## src/inc/mss_defs.vh

```
// Purpose: constants of the multi segment speed sequencer
// Assumes: 32-bit classic wishbone, byte addresses
// Notes:   frequencies in 0.01 Hz, timers in 0.1 s
`ifndef MSS_DEFS_VH
`define MSS_DEFS_VH

// ----------------------------------------------------------------------
// register byte offsets
// ----------------------------------------------------------------------
`define MSS_OFS_CTRL       8'h00
`define MSS_OFS_RUN_MODE   8'h04
`define MSS_OFS_DIR_LOW    8'h08
`define MSS_OFS_DIR_HIGH   8'h0C
`define MSS_OFS_RAMP_LOW   8'h10
`define MSS_OFS_RAMP_HIGH  8'h14
`define MSS_OFS_STATUS     8'h18
`define MSS_OFS_FREQ_BASE  8'h40
`define MSS_OFS_TIMER_BASE 8'h80
`define MSS_TABLE_SPAN     8'h40

// ----------------------------------------------------------------------
// field positions
// ----------------------------------------------------------------------
`define MSS_CTRL_MODE_LSB  0
`define MSS_CTRL_SRC_BIT   4

// ----------------------------------------------------------------------
// reset values
// ----------------------------------------------------------------------
`define MSS_RST_SEG_MODE   3'h2
`define MSS_RST_MAIN_SRC   1'b0
`define MSS_RST_RUN_MODE   2'h0
`define MSS_RST_DIR        8'h00
`define MSS_RST_RAMP       16'h0000
`define MSS_RST_TABLE      16'h0000

// ----------------------------------------------------------------------
// segment modes and run modes
// ----------------------------------------------------------------------
`define MSS_SEG_NORMAL     3'h0
`define MSS_SEG_INTERNAL   3'h1
`define MSS_SEG_EXT_FOUR   3'h2
`define MSS_SEG_EXT_SIXTN  3'h3
`define MSS_SEG_DRAFT      3'h4
`define MSS_SEG_TRAVERSE   3'h5
`define MSS_RUN_ONE_CYCLE  2'h0
`define MSS_RUN_CIRCULAR   2'h1

// ----------------------------------------------------------------------
// timing
// ----------------------------------------------------------------------
`define MSS_CLK_NS         40
`define MSS_TIMER_UNIT_NS  100_000_000
`define MSS_DRAFT_FACTOR   24'h00_000A
`define MSS_GAP_TICKS      1

`endif

```

## src/mss_sequencer.v

```verilog
// Purpose: sixteen-speed setpoint sequencer with wishbone register file
// Assumes: clk_i 25 MHz, synchronous active high reset, pins asynchronous
// Notes:   feeds a separate ramp generator; frequency in 0.01 Hz units
//
// Behaviour
// - segment mode 3 takes setpoint from four external select terminals
// - select bit one is lsb; code zero main frequency, code n preset n+1
// - external sixteen-speed mode takes ramp and direction from terminals
// - main source zero means keypad frequency is the main frequency
// - draft mode starts only on the external draft trigger terminal
// - draft actuation lasts ten times the first segment timer
// - after draft run third preset, assert output until stop, then release
// - traverse running ignores all commands except stop, fault, emergency stop
// - traverse uses keypad and second preset, hop eighth preset, timers one two
// - run mode 0..3 picks one-cycle, circular, gapped variants; internal only
// - one-cycle mode steps segments, stops after one cycle, needs new run
// - circular mode repeats forever, ignores all but stop, fault, emergency stop
// - stop-interval modes stop output then restart between segments
// - segment one uses keypad frequency, others presets; own timer each
// - two 8-bit direction masks for segments 1-8 and 9-16, internal only
// - 2-bit ramp selector 00..11 picks first to fourth ramp pair
// - two 16-bit ramp words, segment one bits 1:0, eight bits 15:14
// - segment mode 0 normal, 1 internal program, 2 external four-speed
// - internal program ignores external timing and direction switching
`timescale 1ns/100ps
`include "mss_defs.vh"

module mss_sequencer #(
  parameter FREQ_W      = 16,
  parameter TIMER_W     = 16,
  parameter TICK_CYCLES = `MSS_TIMER_UNIT_NS / `MSS_CLK_NS
) (
  // clock and reset
  input  wire              clk_i,
  input  wire              rst_i,
  // wishbone slave
  input  wire              wb_cyc_i,
  input  wire              wb_stb_i,
  input  wire              wb_we_i,
  input  wire [7:0]        wb_adr_i,
  input  wire [31:0]       wb_dat_i,
  input  wire [3:0]        wb_sel_i,
  output reg  [31:0]       wb_dat_o,
  output reg               wb_ack_o,
  // digital input terminals
  input  wire              run_cmd_i,
  input  wire              stop_cmd_i,
  input  wire              ext_fault_i,
  input  wire              estop_i,
  input  wire [3:0]        speed_sel_i,
  input  wire              ext_reverse_i,
  input  wire [1:0]        ext_ramp_sel_i,
  input  wire              draft_trig_i,
  // main frequency from a non-keypad source
  input  wire [FREQ_W-1:0] main_freq_ext_i,
  // towards the ramp generator
  output reg  [FREQ_W-1:0] freq_set_o,
  output reg               reverse_o,
  output reg  [1:0]        ramp_sel_o,
  output reg               running_o,
  output reg               draft_done_o
);

  // --------------------------------------------------------------------
  // states
  // --------------------------------------------------------------------
  localparam ST_IDLE  = 3'd0;
  localparam ST_RUN   = 3'd1;
  localparam ST_PROG  = 3'd2;
  localparam ST_GAP   = 3'd3;
  localparam ST_DRAFT = 3'd4;
  localparam ST_HOLD  = 3'd5;
  localparam ST_TRAV  = 3'd6;
  localparam CNT_W    = 24;

  // --------------------------------------------------------------------
  // decode helpers
  // --------------------------------------------------------------------
  // mask bit order
  function dir_of;
    input [3:0] seg;
    input [7:0] lo;
    input [7:0] hi;
    begin
      dir_of = seg[3] ? hi[seg[2:0]] : lo[seg[2:0]];
    end
  endfunction

  function [1:0] ramp_of;
    input [3:0]  seg;
    input [15:0] lo;
    input [15:0] hi;
    reg   [15:0] w;
    begin
      w = seg[3] ? hi : lo;
      ramp_of = w[{seg[2:0], 1'b0} +: 2];
    end
  endfunction

  function [15:0] merge16;
    input [15:0] old;
    input [31:0] dat;
    input [3:0]  sel;
    begin
      merge16 = {sel[1] ? dat[15:8] : old[15:8], sel[0] ? dat[7:0] : old[7:0]};
    end
  endfunction

  // --------------------------------------------------------------------
  // pin synchronisers
  // --------------------------------------------------------------------
  localparam PIN_W = 12;
  wire [PIN_W-1:0] pin_raw = {draft_trig_i, ext_ramp_sel_i, ext_reverse_i, speed_sel_i,
                              estop_i, ext_fault_i, stop_cmd_i, run_cmd_i};
  reg  [PIN_W-1:0] pin_meta_reg;
  reg  [PIN_W-1:0] pin_sync_reg;
  reg  [PIN_W-1:0] pin_prev_reg;

  always @(posedge clk_i) begin
    if (rst_i) begin
      pin_meta_reg <= {PIN_W{1'b0}};
      pin_sync_reg <= {PIN_W{1'b0}};
      pin_prev_reg <= {PIN_W{1'b0}};
    end else begin
      pin_meta_reg <= pin_raw;
      pin_sync_reg <= pin_meta_reg;
      pin_prev_reg <= pin_sync_reg;
    end
  end

  wire       run_rise   = pin_sync_reg[0] & ~pin_prev_reg[0];
  wire       halt       = pin_sync_reg[1] | pin_sync_reg[2] | pin_sync_reg[3];
  // select bit one is the lsb
  wire [3:0] sel_code   = pin_sync_reg[7:4];
  wire       ext_rev    = pin_sync_reg[8];
  wire [1:0] ext_ramp   = pin_sync_reg[10:9];
  wire       draft_rise = pin_sync_reg[11] & ~pin_prev_reg[11];

  // --------------------------------------------------------------------
  // register file
  // --------------------------------------------------------------------
  reg [2:0]         seg_mode_reg;
  reg               main_src_reg;
  reg [1:0]         run_mode_reg;
  reg [7:0]         dir_low_reg;
  reg [7:0]         dir_high_reg;
  reg [15:0]        ramp_low_reg;
  reg [15:0]        ramp_high_reg;
  // index 0 is the keypad frequency, index n the preset n+1
  reg [FREQ_W-1:0]  freq_reg  [0:15];
  reg [TIMER_W-1:0] timer_reg [0:15];

  reg [2:0]         state_reg;
  reg [3:0]         seg_reg;

  wire       wb_req    = wb_cyc_i & wb_stb_i & ~wb_ack_o;
  wire       wb_wr     = wb_req & wb_we_i;
  wire       in_freq   = (wb_adr_i >= `MSS_OFS_FREQ_BASE) &&
                         (wb_adr_i < `MSS_OFS_FREQ_BASE + `MSS_TABLE_SPAN);
  wire       in_timer  = (wb_adr_i >= `MSS_OFS_TIMER_BASE) &&
                         (wb_adr_i < `MSS_OFS_TIMER_BASE + `MSS_TABLE_SPAN);
  wire [3:0] tbl_idx   = wb_adr_i[5:2];

  always @(posedge clk_i) begin
    if (rst_i) begin
      seg_mode_reg  <= `MSS_RST_SEG_MODE;
      main_src_reg  <= `MSS_RST_MAIN_SRC;
      run_mode_reg  <= `MSS_RST_RUN_MODE;
      dir_low_reg   <= `MSS_RST_DIR;
      dir_high_reg  <= `MSS_RST_DIR;
      ramp_low_reg  <= `MSS_RST_RAMP;
      ramp_high_reg <= `MSS_RST_RAMP;
    end else if (wb_wr && wb_adr_i[1:0] == 2'b00) begin
      case (wb_adr_i)
        `MSS_OFS_CTRL: if (wb_sel_i[0]) begin
          seg_mode_reg <= wb_dat_i[`MSS_CTRL_MODE_LSB +: 3];
          main_src_reg <= wb_dat_i[`MSS_CTRL_SRC_BIT];
        end
        `MSS_OFS_RUN_MODE: if (wb_sel_i[0]) run_mode_reg <= wb_dat_i[1:0];
        `MSS_OFS_DIR_LOW:  if (wb_sel_i[0]) dir_low_reg  <= wb_dat_i[7:0];
        `MSS_OFS_DIR_HIGH: if (wb_sel_i[0]) dir_high_reg <= wb_dat_i[7:0];
        `MSS_OFS_RAMP_LOW:  ramp_low_reg  <= merge16(ramp_low_reg, wb_dat_i, wb_sel_i);
        `MSS_OFS_RAMP_HIGH: ramp_high_reg <= merge16(ramp_high_reg, wb_dat_i, wb_sel_i);
        default: ;
      endcase
    end
  end

  genvar gi;
  generate
    for (gi = 0; gi < 16; gi = gi + 1) begin : g_table
      always @(posedge clk_i) begin
        if (rst_i) begin
          freq_reg[gi]  <= `MSS_RST_TABLE;
          timer_reg[gi] <= `MSS_RST_TABLE;
        end else if (wb_wr && wb_adr_i[1:0] == 2'b00 && tbl_idx == gi) begin
          if (in_freq) freq_reg[gi] <= merge16(freq_reg[gi], wb_dat_i, wb_sel_i);
          if (in_timer) timer_reg[gi] <= merge16(timer_reg[gi], wb_dat_i, wb_sel_i);
        end
      end
    end
  endgenerate

  // one wait state; unmapped reads give zero and writes are dropped
  always @(posedge clk_i) begin
    if (rst_i) begin
      wb_ack_o <= 1'b0;
      wb_dat_o <= 32'h0000_0000;
    end else begin
      wb_ack_o <= wb_req;
      wb_dat_o <= 32'h0000_0000;
      if (wb_req && !wb_we_i) begin
        if (in_freq) wb_dat_o <= {16'h0000, freq_reg[tbl_idx]};
        else if (in_timer) wb_dat_o <= {16'h0000, timer_reg[tbl_idx]};
        else begin
          case (wb_adr_i)
            `MSS_OFS_CTRL:      wb_dat_o <= {27'h000_0000, main_src_reg, 1'b0, seg_mode_reg};
            `MSS_OFS_RUN_MODE:  wb_dat_o <= {30'h0000_0000, run_mode_reg};
            `MSS_OFS_DIR_LOW:   wb_dat_o <= {24'h00_0000, dir_low_reg};
            `MSS_OFS_DIR_HIGH:  wb_dat_o <= {24'h00_0000, dir_high_reg};
            `MSS_OFS_RAMP_LOW:  wb_dat_o <= {16'h0000, ramp_low_reg};
            `MSS_OFS_RAMP_HIGH: wb_dat_o <= {16'h0000, ramp_high_reg};
            `MSS_OFS_STATUS:    wb_dat_o <= {22'h00_0000, draft_done_o, running_o, seg_reg,
                                             1'b0, state_reg};
            default:            wb_dat_o <= 32'h0000_0000;
          endcase
        end
      end
    end
  end

  // --------------------------------------------------------------------
  // 0.1 s time base
  // --------------------------------------------------------------------
  reg [CNT_W-1:0] tick_cnt_reg;
  wire            tick = (tick_cnt_reg == TICK_CYCLES[CNT_W-1:0] - 1'b1);

  always @(posedge clk_i) begin
    if (rst_i || tick) begin
      tick_cnt_reg <= {CNT_W{1'b0}};
    end else begin
      tick_cnt_reg <= tick_cnt_reg + 1'b1;
    end
  end

  // --------------------------------------------------------------------
  // sequencer
  // --------------------------------------------------------------------
  reg [CNT_W-1:0] elapsed_reg;
  reg             hop_reg;

  wire [FREQ_W-1:0] main_freq = main_src_reg ? main_freq_ext_i : freq_reg[0];
  wire [CNT_W-1:0]  seg_time  = {{(CNT_W-TIMER_W){1'b0}}, timer_reg[seg_reg]};
  wire [CNT_W-1:0]  draft_time = {{(CNT_W-TIMER_W){1'b0}}, timer_reg[0]} * `MSS_DRAFT_FACTOR;
  wire              seg_done  = (elapsed_reg >= seg_time);
  wire              last_seg  = (seg_reg == 4'hF);
  // bit 1 adds stop intervals, bit 0 circular
  wire              gapped    = run_mode_reg[1];
  wire              circular  = run_mode_reg[0];

  always @(posedge clk_i) begin
    if (rst_i) begin
      state_reg   <= ST_IDLE;
      seg_reg     <= 4'h0;
      elapsed_reg <= {CNT_W{1'b0}};
      hop_reg     <= 1'b0;
    end else if (halt) begin
      // stop, fault and emergency stop always win
      state_reg   <= ST_IDLE;
      seg_reg     <= 4'h0;
      elapsed_reg <= {CNT_W{1'b0}};
      hop_reg     <= 1'b0;
    end else begin
      if (tick) elapsed_reg <= elapsed_reg + 1'b1;
      case (state_reg)
        ST_IDLE: begin
          seg_reg     <= 4'h0;
          elapsed_reg <= {CNT_W{1'b0}};
          case (seg_mode_reg)
            // draft waits for its trigger terminal
            `MSS_SEG_DRAFT: if (draft_rise) state_reg <= ST_DRAFT;
            // fresh run command starts the program
            `MSS_SEG_INTERNAL: if (run_rise) state_reg <= ST_PROG;
            `MSS_SEG_TRAVERSE: begin
              if (run_rise) begin
                state_reg <= ST_TRAV;
                hop_reg   <= 1'b1;
              end
            end
            default: if (run_rise) state_reg <= ST_RUN;
          endcase
        end
        ST_PROG: begin
          if (seg_done) begin
            elapsed_reg <= {CNT_W{1'b0}};
            if (last_seg && !circular) begin
              state_reg <= ST_IDLE;
            end else begin
              seg_reg <= seg_reg + 1'b1;
              if (gapped && timer_reg[seg_reg + 1'b1] != {TIMER_W{1'b0}}) begin
                state_reg <= ST_GAP;
              end
            end
          end
        end
        ST_GAP: if (elapsed_reg >= `MSS_GAP_TICKS) begin
          state_reg   <= ST_PROG;
          elapsed_reg <= {CNT_W{1'b0}};
        end
        ST_DRAFT: if (elapsed_reg >= draft_time) state_reg <= ST_HOLD;
        ST_HOLD: state_reg <= ST_HOLD;
        ST_TRAV: begin
          // run and select inputs not looked at here
          if (tick) hop_reg <= 1'b0;
          // timers one and two set the halves
          if (elapsed_reg >= {{(CNT_W-TIMER_W){1'b0}}, timer_reg[seg_reg[0]]}) begin
            seg_reg     <= {3'h0, ~seg_reg[0]};
            elapsed_reg <= {CNT_W{1'b0}};
            hop_reg     <= 1'b1;
          end
        end
        ST_RUN: if (seg_mode_reg == `MSS_SEG_INTERNAL || seg_mode_reg == `MSS_SEG_DRAFT ||
                    seg_mode_reg == `MSS_SEG_TRAVERSE) state_reg <= ST_IDLE;
        default: state_reg <= ST_IDLE;
      endcase
    end
  end

  // --------------------------------------------------------------------
  // setpoint outputs
  // --------------------------------------------------------------------
  reg [FREQ_W-1:0] freq_next;
  reg              rev_next;
  reg [1:0]        ramp_next;
  reg [FREQ_W:0]   hop_sum;

  always @* begin
    freq_next = {FREQ_W{1'b0}};
    rev_next  = ext_rev;
    ramp_next = ext_ramp;
    hop_sum   = {(FREQ_W+1){1'b0}};
    case (state_reg)
      ST_RUN: freq_next = (seg_mode_reg == `MSS_SEG_EXT_SIXTN && sel_code != 4'h0) ? freq_reg[sel_code] : main_freq;
      ST_PROG, ST_GAP: begin
        freq_next = (state_reg == ST_GAP) ? {FREQ_W{1'b0}} : freq_reg[seg_reg];
        rev_next  = dir_of(seg_reg, dir_low_reg, dir_high_reg);
        ramp_next = ramp_of(seg_reg, ramp_low_reg, ramp_high_reg);
      end
      ST_DRAFT: freq_next = freq_reg[0];
      ST_HOLD:  freq_next = freq_reg[2];
      ST_TRAV: begin
        // turning points keypad and second preset, hop eighth preset
        hop_sum = {1'b0, freq_reg[seg_reg[0]]} + {1'b0, freq_reg[7]};
        if (!hop_reg) freq_next = freq_reg[seg_reg[0]];
        else if (seg_reg[0]) freq_next = hop_sum[FREQ_W] ? {FREQ_W{1'b1}} : hop_sum[FREQ_W-1:0];
        else freq_next = (freq_reg[0] > freq_reg[7]) ? freq_reg[0] - freq_reg[7] : {FREQ_W{1'b0}};
      end
      default: freq_next = {FREQ_W{1'b0}};
    endcase
  end

  always @(posedge clk_i) begin
    if (rst_i) begin
      freq_set_o   <= {FREQ_W{1'b0}};
      reverse_o    <= 1'b0;
      ramp_sel_o   <= 2'b00;
      running_o    <= 1'b0;
      draft_done_o <= 1'b0;
    end else begin
      freq_set_o   <= freq_next;
      reverse_o    <= (state_reg == ST_IDLE) ? 1'b0 : rev_next;
      ramp_sel_o   <= ramp_next;
      running_o    <= (state_reg != ST_IDLE) && (state_reg != ST_GAP);
      draft_done_o <= (state_reg == ST_HOLD) && !halt;
    end
  end

endmodule

```

## config.mk

```make
export PLATFORM = sky130hd
export DESIGN_NAME = mss_sequencer
export DESIGN_NICKNAME = d
export VERILOG_FILES = /design/src/mss_sequencer.v
export VERILOG_INCLUDE_DIRS = /design/src /design/src/inc
export SDC_FILE = /design/constraint.sdc
export NUM_CORES = 2
export LEC_CHECK = 0
export BUFFER_PORTS_ARGS = -buffer_cell sky130_fd_sc_hd__buf_2
export CAP_MARGIN = 20
export CORE_MARGIN = 2
export CORE_UTILIZATION = 47
export CTS_BUF_LIST = sky130_fd_sc_hd__clkbuf_2 sky130_fd_sc_hd__clkbuf_4 sky130_fd_sc_hd__clkbuf_8
export DETAILED_ROUTE_END_ITERATION = 10
export PLACE_DENSITY_LB_ADDON = 0.1
export REMOVE_ABC_BUFFERS = 1
export SLEW_MARGIN = 30
export SYNTH_ARGS = -nofsm -noshare
export SYNTH_HDL_FRONTEND = slang
export SYNTH_SLANG_ARGS = --single-unit
export TNS_END_PERCENT = 30
```

## constraint.sdc

```tcl
create_clock -name clk_i -period 5.08 [get_ports clk_i]
set_input_delay 0.508 -clock clk_i [delete_from_list [all_inputs] [get_ports clk_i]]
set_output_delay 0.508 -clock clk_i [all_outputs]
set_load 0.02 [all_outputs]
```

# Word-level counts from Yosys, hierarchy flattened
# Memory sizes are Yosys's and may differ from the RTL's. A register that Yosys moved wholly into a read port is not among the register bits.
# Cells that the tools add are included.
# W data, S select, Z words.
# word_totals
mem_count	2
register_bits	200
out_inout_bits	54
ram_bits	512
# memory_table
name	words	width	rd	rd_clocked_by_memory_dff	wr	line	source
freq_reg	16	16	7	3	16	mss_sequencer.v:150	reg [FREQ_W-1:0] freq_reg [0:15];
timer_reg	16	16	5	2	16	mss_sequencer.v:151	reg [TIMER_W-1:0] timer_reg [0:15];
# op_classes
bitwise	73
multipliers	1
reduce_logical	112
magnitude_cmp	10
n_shift	1
addsub	5
muxes	278
eq_ne	104
# op_table
operator	count
$mux W8	120
$mux W16	14
$mux W1	112
$pmux W16 S7	1
$reduce_and A2 Y1	56
$mux W24	4
$pmux W24 S4	1
$pmux W16 S5	1
$or A1 B1 Y1	62
$ne A1 B1 Y1 const B	56
$add A24 B1 Y24 const B	2
$ge A24 B16 Y1	2
$eq A4 B4 Y1 const B	9
$mux W4	8
$mux W3	10
$logic_and A1 B1 Y1	25
$eq A24 B22 Y1 const B	1
$eq A8 B5 Y1 const B	3
$ge A24 B1 Y1 const B	1
$ge A24 B20 Y1	1
$reduce_and A3 Y1	8
$pmux W3 S7	1
$mul A16 B3 Y19 const B	1
$ne A3 B3 Y1 const B	6
other kinds (40)	79

# Logic depth before layout (Yosys ltp)
# depth
depth_word	10
depth_mapped	19
mapped_depth_nobuf	19

# Worst setup path before layout
# OpenSTA, ideal clock, no wires.
# synth_timing
path_type	register to register
from	memory timer_reg[0][1]
to	register state_reg[0]
setup_slack_ps	908
t_arrival_ps	4056
stages_incl_launch_ff	19
synth_period_minus_slack_ps	4172
t_required_ps	4964
setup_ps	116
path_cell_list	edfxtp_1 -> ha_1 -> ha_1 -> fa_1 -> a21o_1 -> a21o_1 -> a21oi_1 -> o21ai_0 -> a211o_1 -> a31o_2 -> a21oi_1 -> xor2_1 -> ha_1 -> nand3_1 -> a21boi_0 -> o21ai_0 -> nor4b_2 -> a21oi_1 -> o211a_1
# synth_lines
element	line	source
from (decl)	mss_sequencer.v:151	
to (signal assigned)	mss_sequencer.v:263	state_reg <= ST_IDLE;
to (signal assigned)	mss_sequencer.v:269	state_reg <= ST_IDLE;
to (signal assigned)	mss_sequencer.v:281	`MSS_SEG_DRAFT: if (draft_rise) state_reg <= ST_DRAFT;
to (decl)	mss_sequencer.v:153	reg [2:0] state_reg;

==> impl_metrics.toml <==
[synth]
synth_flop_cell = "edfxtp_1"
ys_seq_elements = 690
synth_edf_count = 512
ys_types = 81
syn_inst = 3411
syn-cell-area_um2 = 42400
ys_seq_area_share_pct = 44.6
avgSynthCellArea_um2 = 12.4
synthArstFlopShare_pct = 0
yosysWarnings = 0

[routing]
drc = 0
drtAntennaViolNets = 0
wirelength_um = 147000
route.met3.wl_um = 15500
wl_met1_um = 59300
num_vias = 30900
routed_via_density = 6.50
drt_pass1_iterations = 9
post_drt_wl_per_cell_um = 30.8
wl_met2_um = 66300
drt_iter0_drc = 3747
top_layer = "met5"

[placement]
hpwl_um = 105000
place_area_um2 = 43900
numPortBuffers = 96
routabilityCongestion = 0.970

[flow_run]
drv_cap = 0

[sta]
finalSetupViolations = 0
tightest_slew_ns = 1.07
finClkSkew_ns = 0.0314
fin_crit_sh_pct = 93.0
max_slew_margin_pct = 28.7
hold_viol_final = 0
fin_crit_ns = 4.73
fmax_mhz = 212
slew_viol_final = 0
rsz0062_at_grt = "false"

[worst_setup_path]
arrival_ns = 5.43
start_kind = "register"
slowest_delay_ns = 0.50
path_class = "reg2reg"
end_kind = "register"
r2r_start = "timer_reg[0][3]"
cp-startpoint = "timer_reg[0][3]"
crit_fanout = 6
crit_slowest_cell = "nor4b_2"
required_ns = 5.78
crit_path_cell_trace = "ha_1 > ha_1 > fa_1 > a21o_1 > a21o_1 > a21oi_1 > o21ai_0 > a211o_1 > a31o_2 > a21oi_1 > xor2_1 > ha_1 > nand3_1 > a21boi_0 > o21ai_0 > nor4b_2 > a21oi_1 > o211a_1"

[clock_network]
clock-sinks = 690
clk_latency_ns = 0.82
cts_buffer_depth = 3
clkSlewWorstSetupHoldPaths_ns = 0.06
htreeDepth = 4
cts_hold_buf = 14
cts_buffers = 130
cts_tree = "yes"
postCtsSetupRepairBufs = 0
cts_root_buffer = "clkbuf_8"
cts_resized = 0

[power]
powerDensity_nw_per_um2 = 287
power.internal_mw = 9.98
pwr-share-clk_pct = 42.6
power_leakage_nw = 16.5
p_sw_mw = 3.47
combPwrFrac_pct = 9.7
p_sw_share_pct = 25.8
pwr-share-seq_pct = 47.7
irDropWorstVdd_mv = 0.240
p_total_mw = 13.4

[floorplan]
io_pins = 131
core_um2 = 89700
die_h_um = 304
die_w_um = 304
dieArea_um2 = 92700
rows = 110
initial_core_util_pct = 47.3

[worst_hold_path]
hold_path_class = "in2reg"
worstHoldStart = "rst_i"

[final_layout]
finalInstanceArea_um2 = 46800
fin_nets = 3670
fillCellCount = 7747
final_layout_size_suffix_gt1_share_pct = 24.5
area_growth_pct = 10.3

[global_route]
grt_pass1_wl_um = 213000
track_usage_pct = 31.5
grt_max_degree = 79
grt-ovfl-total = 0
antenna_found_initial = 8
grt_pass1_vias = 30500

[outcome]
status = "completed"
-- stage by stage --
step / utilization [%] / worst slack (ns) / std cells / hold WS (ns) / setup TNS, ns
final: 52.1 / 0.354 / 4756 / 0.0914 / 0
after detailed placement: 48.9 / 0.391 / 4503 / 0.429 / 0
after global placement: 48.9 / 0.442 / 4503 / 0.417 / 0
after global routing: 52.1 / 0.0143 / 4756 / 0.0807 / 0
after floorplan: - / -4.08 / 3167 / 0.414 / -206.65
after CTS: 52.1 / 0.353 / 4754 / 0.0155 / 0
-- worst max-delay path: cells and delay by family (launching register included) --
kind	cells	cell delay [ns]
AO/OA/AOI/OAI	11	2.20
adder cells (fa/ha/maj)	4	1.25
AND/OR/NAND/NOR	2	0.58
flip-flops	1	0.47
XOR/XNOR	1	0.10
-- synthesized netlist by cell type, drive strengths merged, types with 41 or more instances --
cell type  count  area [µm²]
a21oi        102         510
and2         530        3320
buf          103         602
clkbuf       156         586
dfxtp        178        3560
edfxtp       512       15400
ha           116        1450
inv           56         210
mux2i        149        1490
mux4         382        8610
nand2        115         432
nand3         51         265
nor2         279        1050
nor2b         43         272
nor4          56         350
o21ai         67         335
or2           60         375
xor2          41         359
-- cells in the final DEF (no fill, tap or decap), drive strengths merged, types with 24 or more instances in the layout --
cell and n:
a221oi 24, mux4 382, inv 59, ha 116
o21ai 67, clkinv 29, xnor2 40, or2 60
nand3 51, nand4 27, xor2 41, edfxtp 512
nor4 56, and2 530, nor2b 43, mux2i 149
a21o 34, a21oi 102, nor2 279, nor3 39
nand2 115, o211ai 24, clkbuf 193, buf 160
dfxtp 178
-- cell families after synthesis --
logic type	synth area share (%)
multiplexers	24.2
adder cells (fa/ha/maj)	3.56
flip-flops	44.6
AND/OR/NAND/NOR	16.7
XOR/XNOR	1.67
AO/OA/AOI/OAI	5.88
other	0.00884
buffers and inverters	3.29
-- power groups by stage --
stage	combinational [mW]	clock [mW]	sequential [mW]
after floorplan	0.742	0	6.43
final	1.30	5.73	6.42
after global placement	1.25	0	6.51
after CTS	1.28	5.81	6.40
after detailed placement	1.27	0	6.52
after global routing	1.37	6.06	6.42
-- final cells by class --
type                    count  area, µm²  share of cell area (%)
repair buffers            175       1240                    2.66
multi-input cells        2421      22200                    47.4
clock inverters            45        350                   0.749
well taps                1176       1470                    3.15
flip-flops and latches    690      19000                    40.5
clock buffers             192       2380                    5.09
inverters                  56        210                   0.449
diodes                      1       2.50                 0.00535
-- routing by layer --
| layer | global-route usage, % | vias to the layer above |
|---|---|---|
| met2 | 48.2 | 1716 |
| met1 | 43.8 | 15800 |
| met5 | 0 | - |
| met4 | 11.7 | 12 |
| li1 | - | 13100 |
| met3 | 7.59 | 290 |
-- final timing paths --
kind | cells past startpoint | slack, ns | endpoint
worst min-delay path | 2 | 0.09 | pin_sync_reg[7]
worst max-delay path | 18 | 0.35 | state_reg[0]
worst max register to register | 18 | 0.35 | state_reg[0]
worst min register to register | 1 | 0.44 | pin_sync_reg[0]
Power figures use the tool's default switching activity.
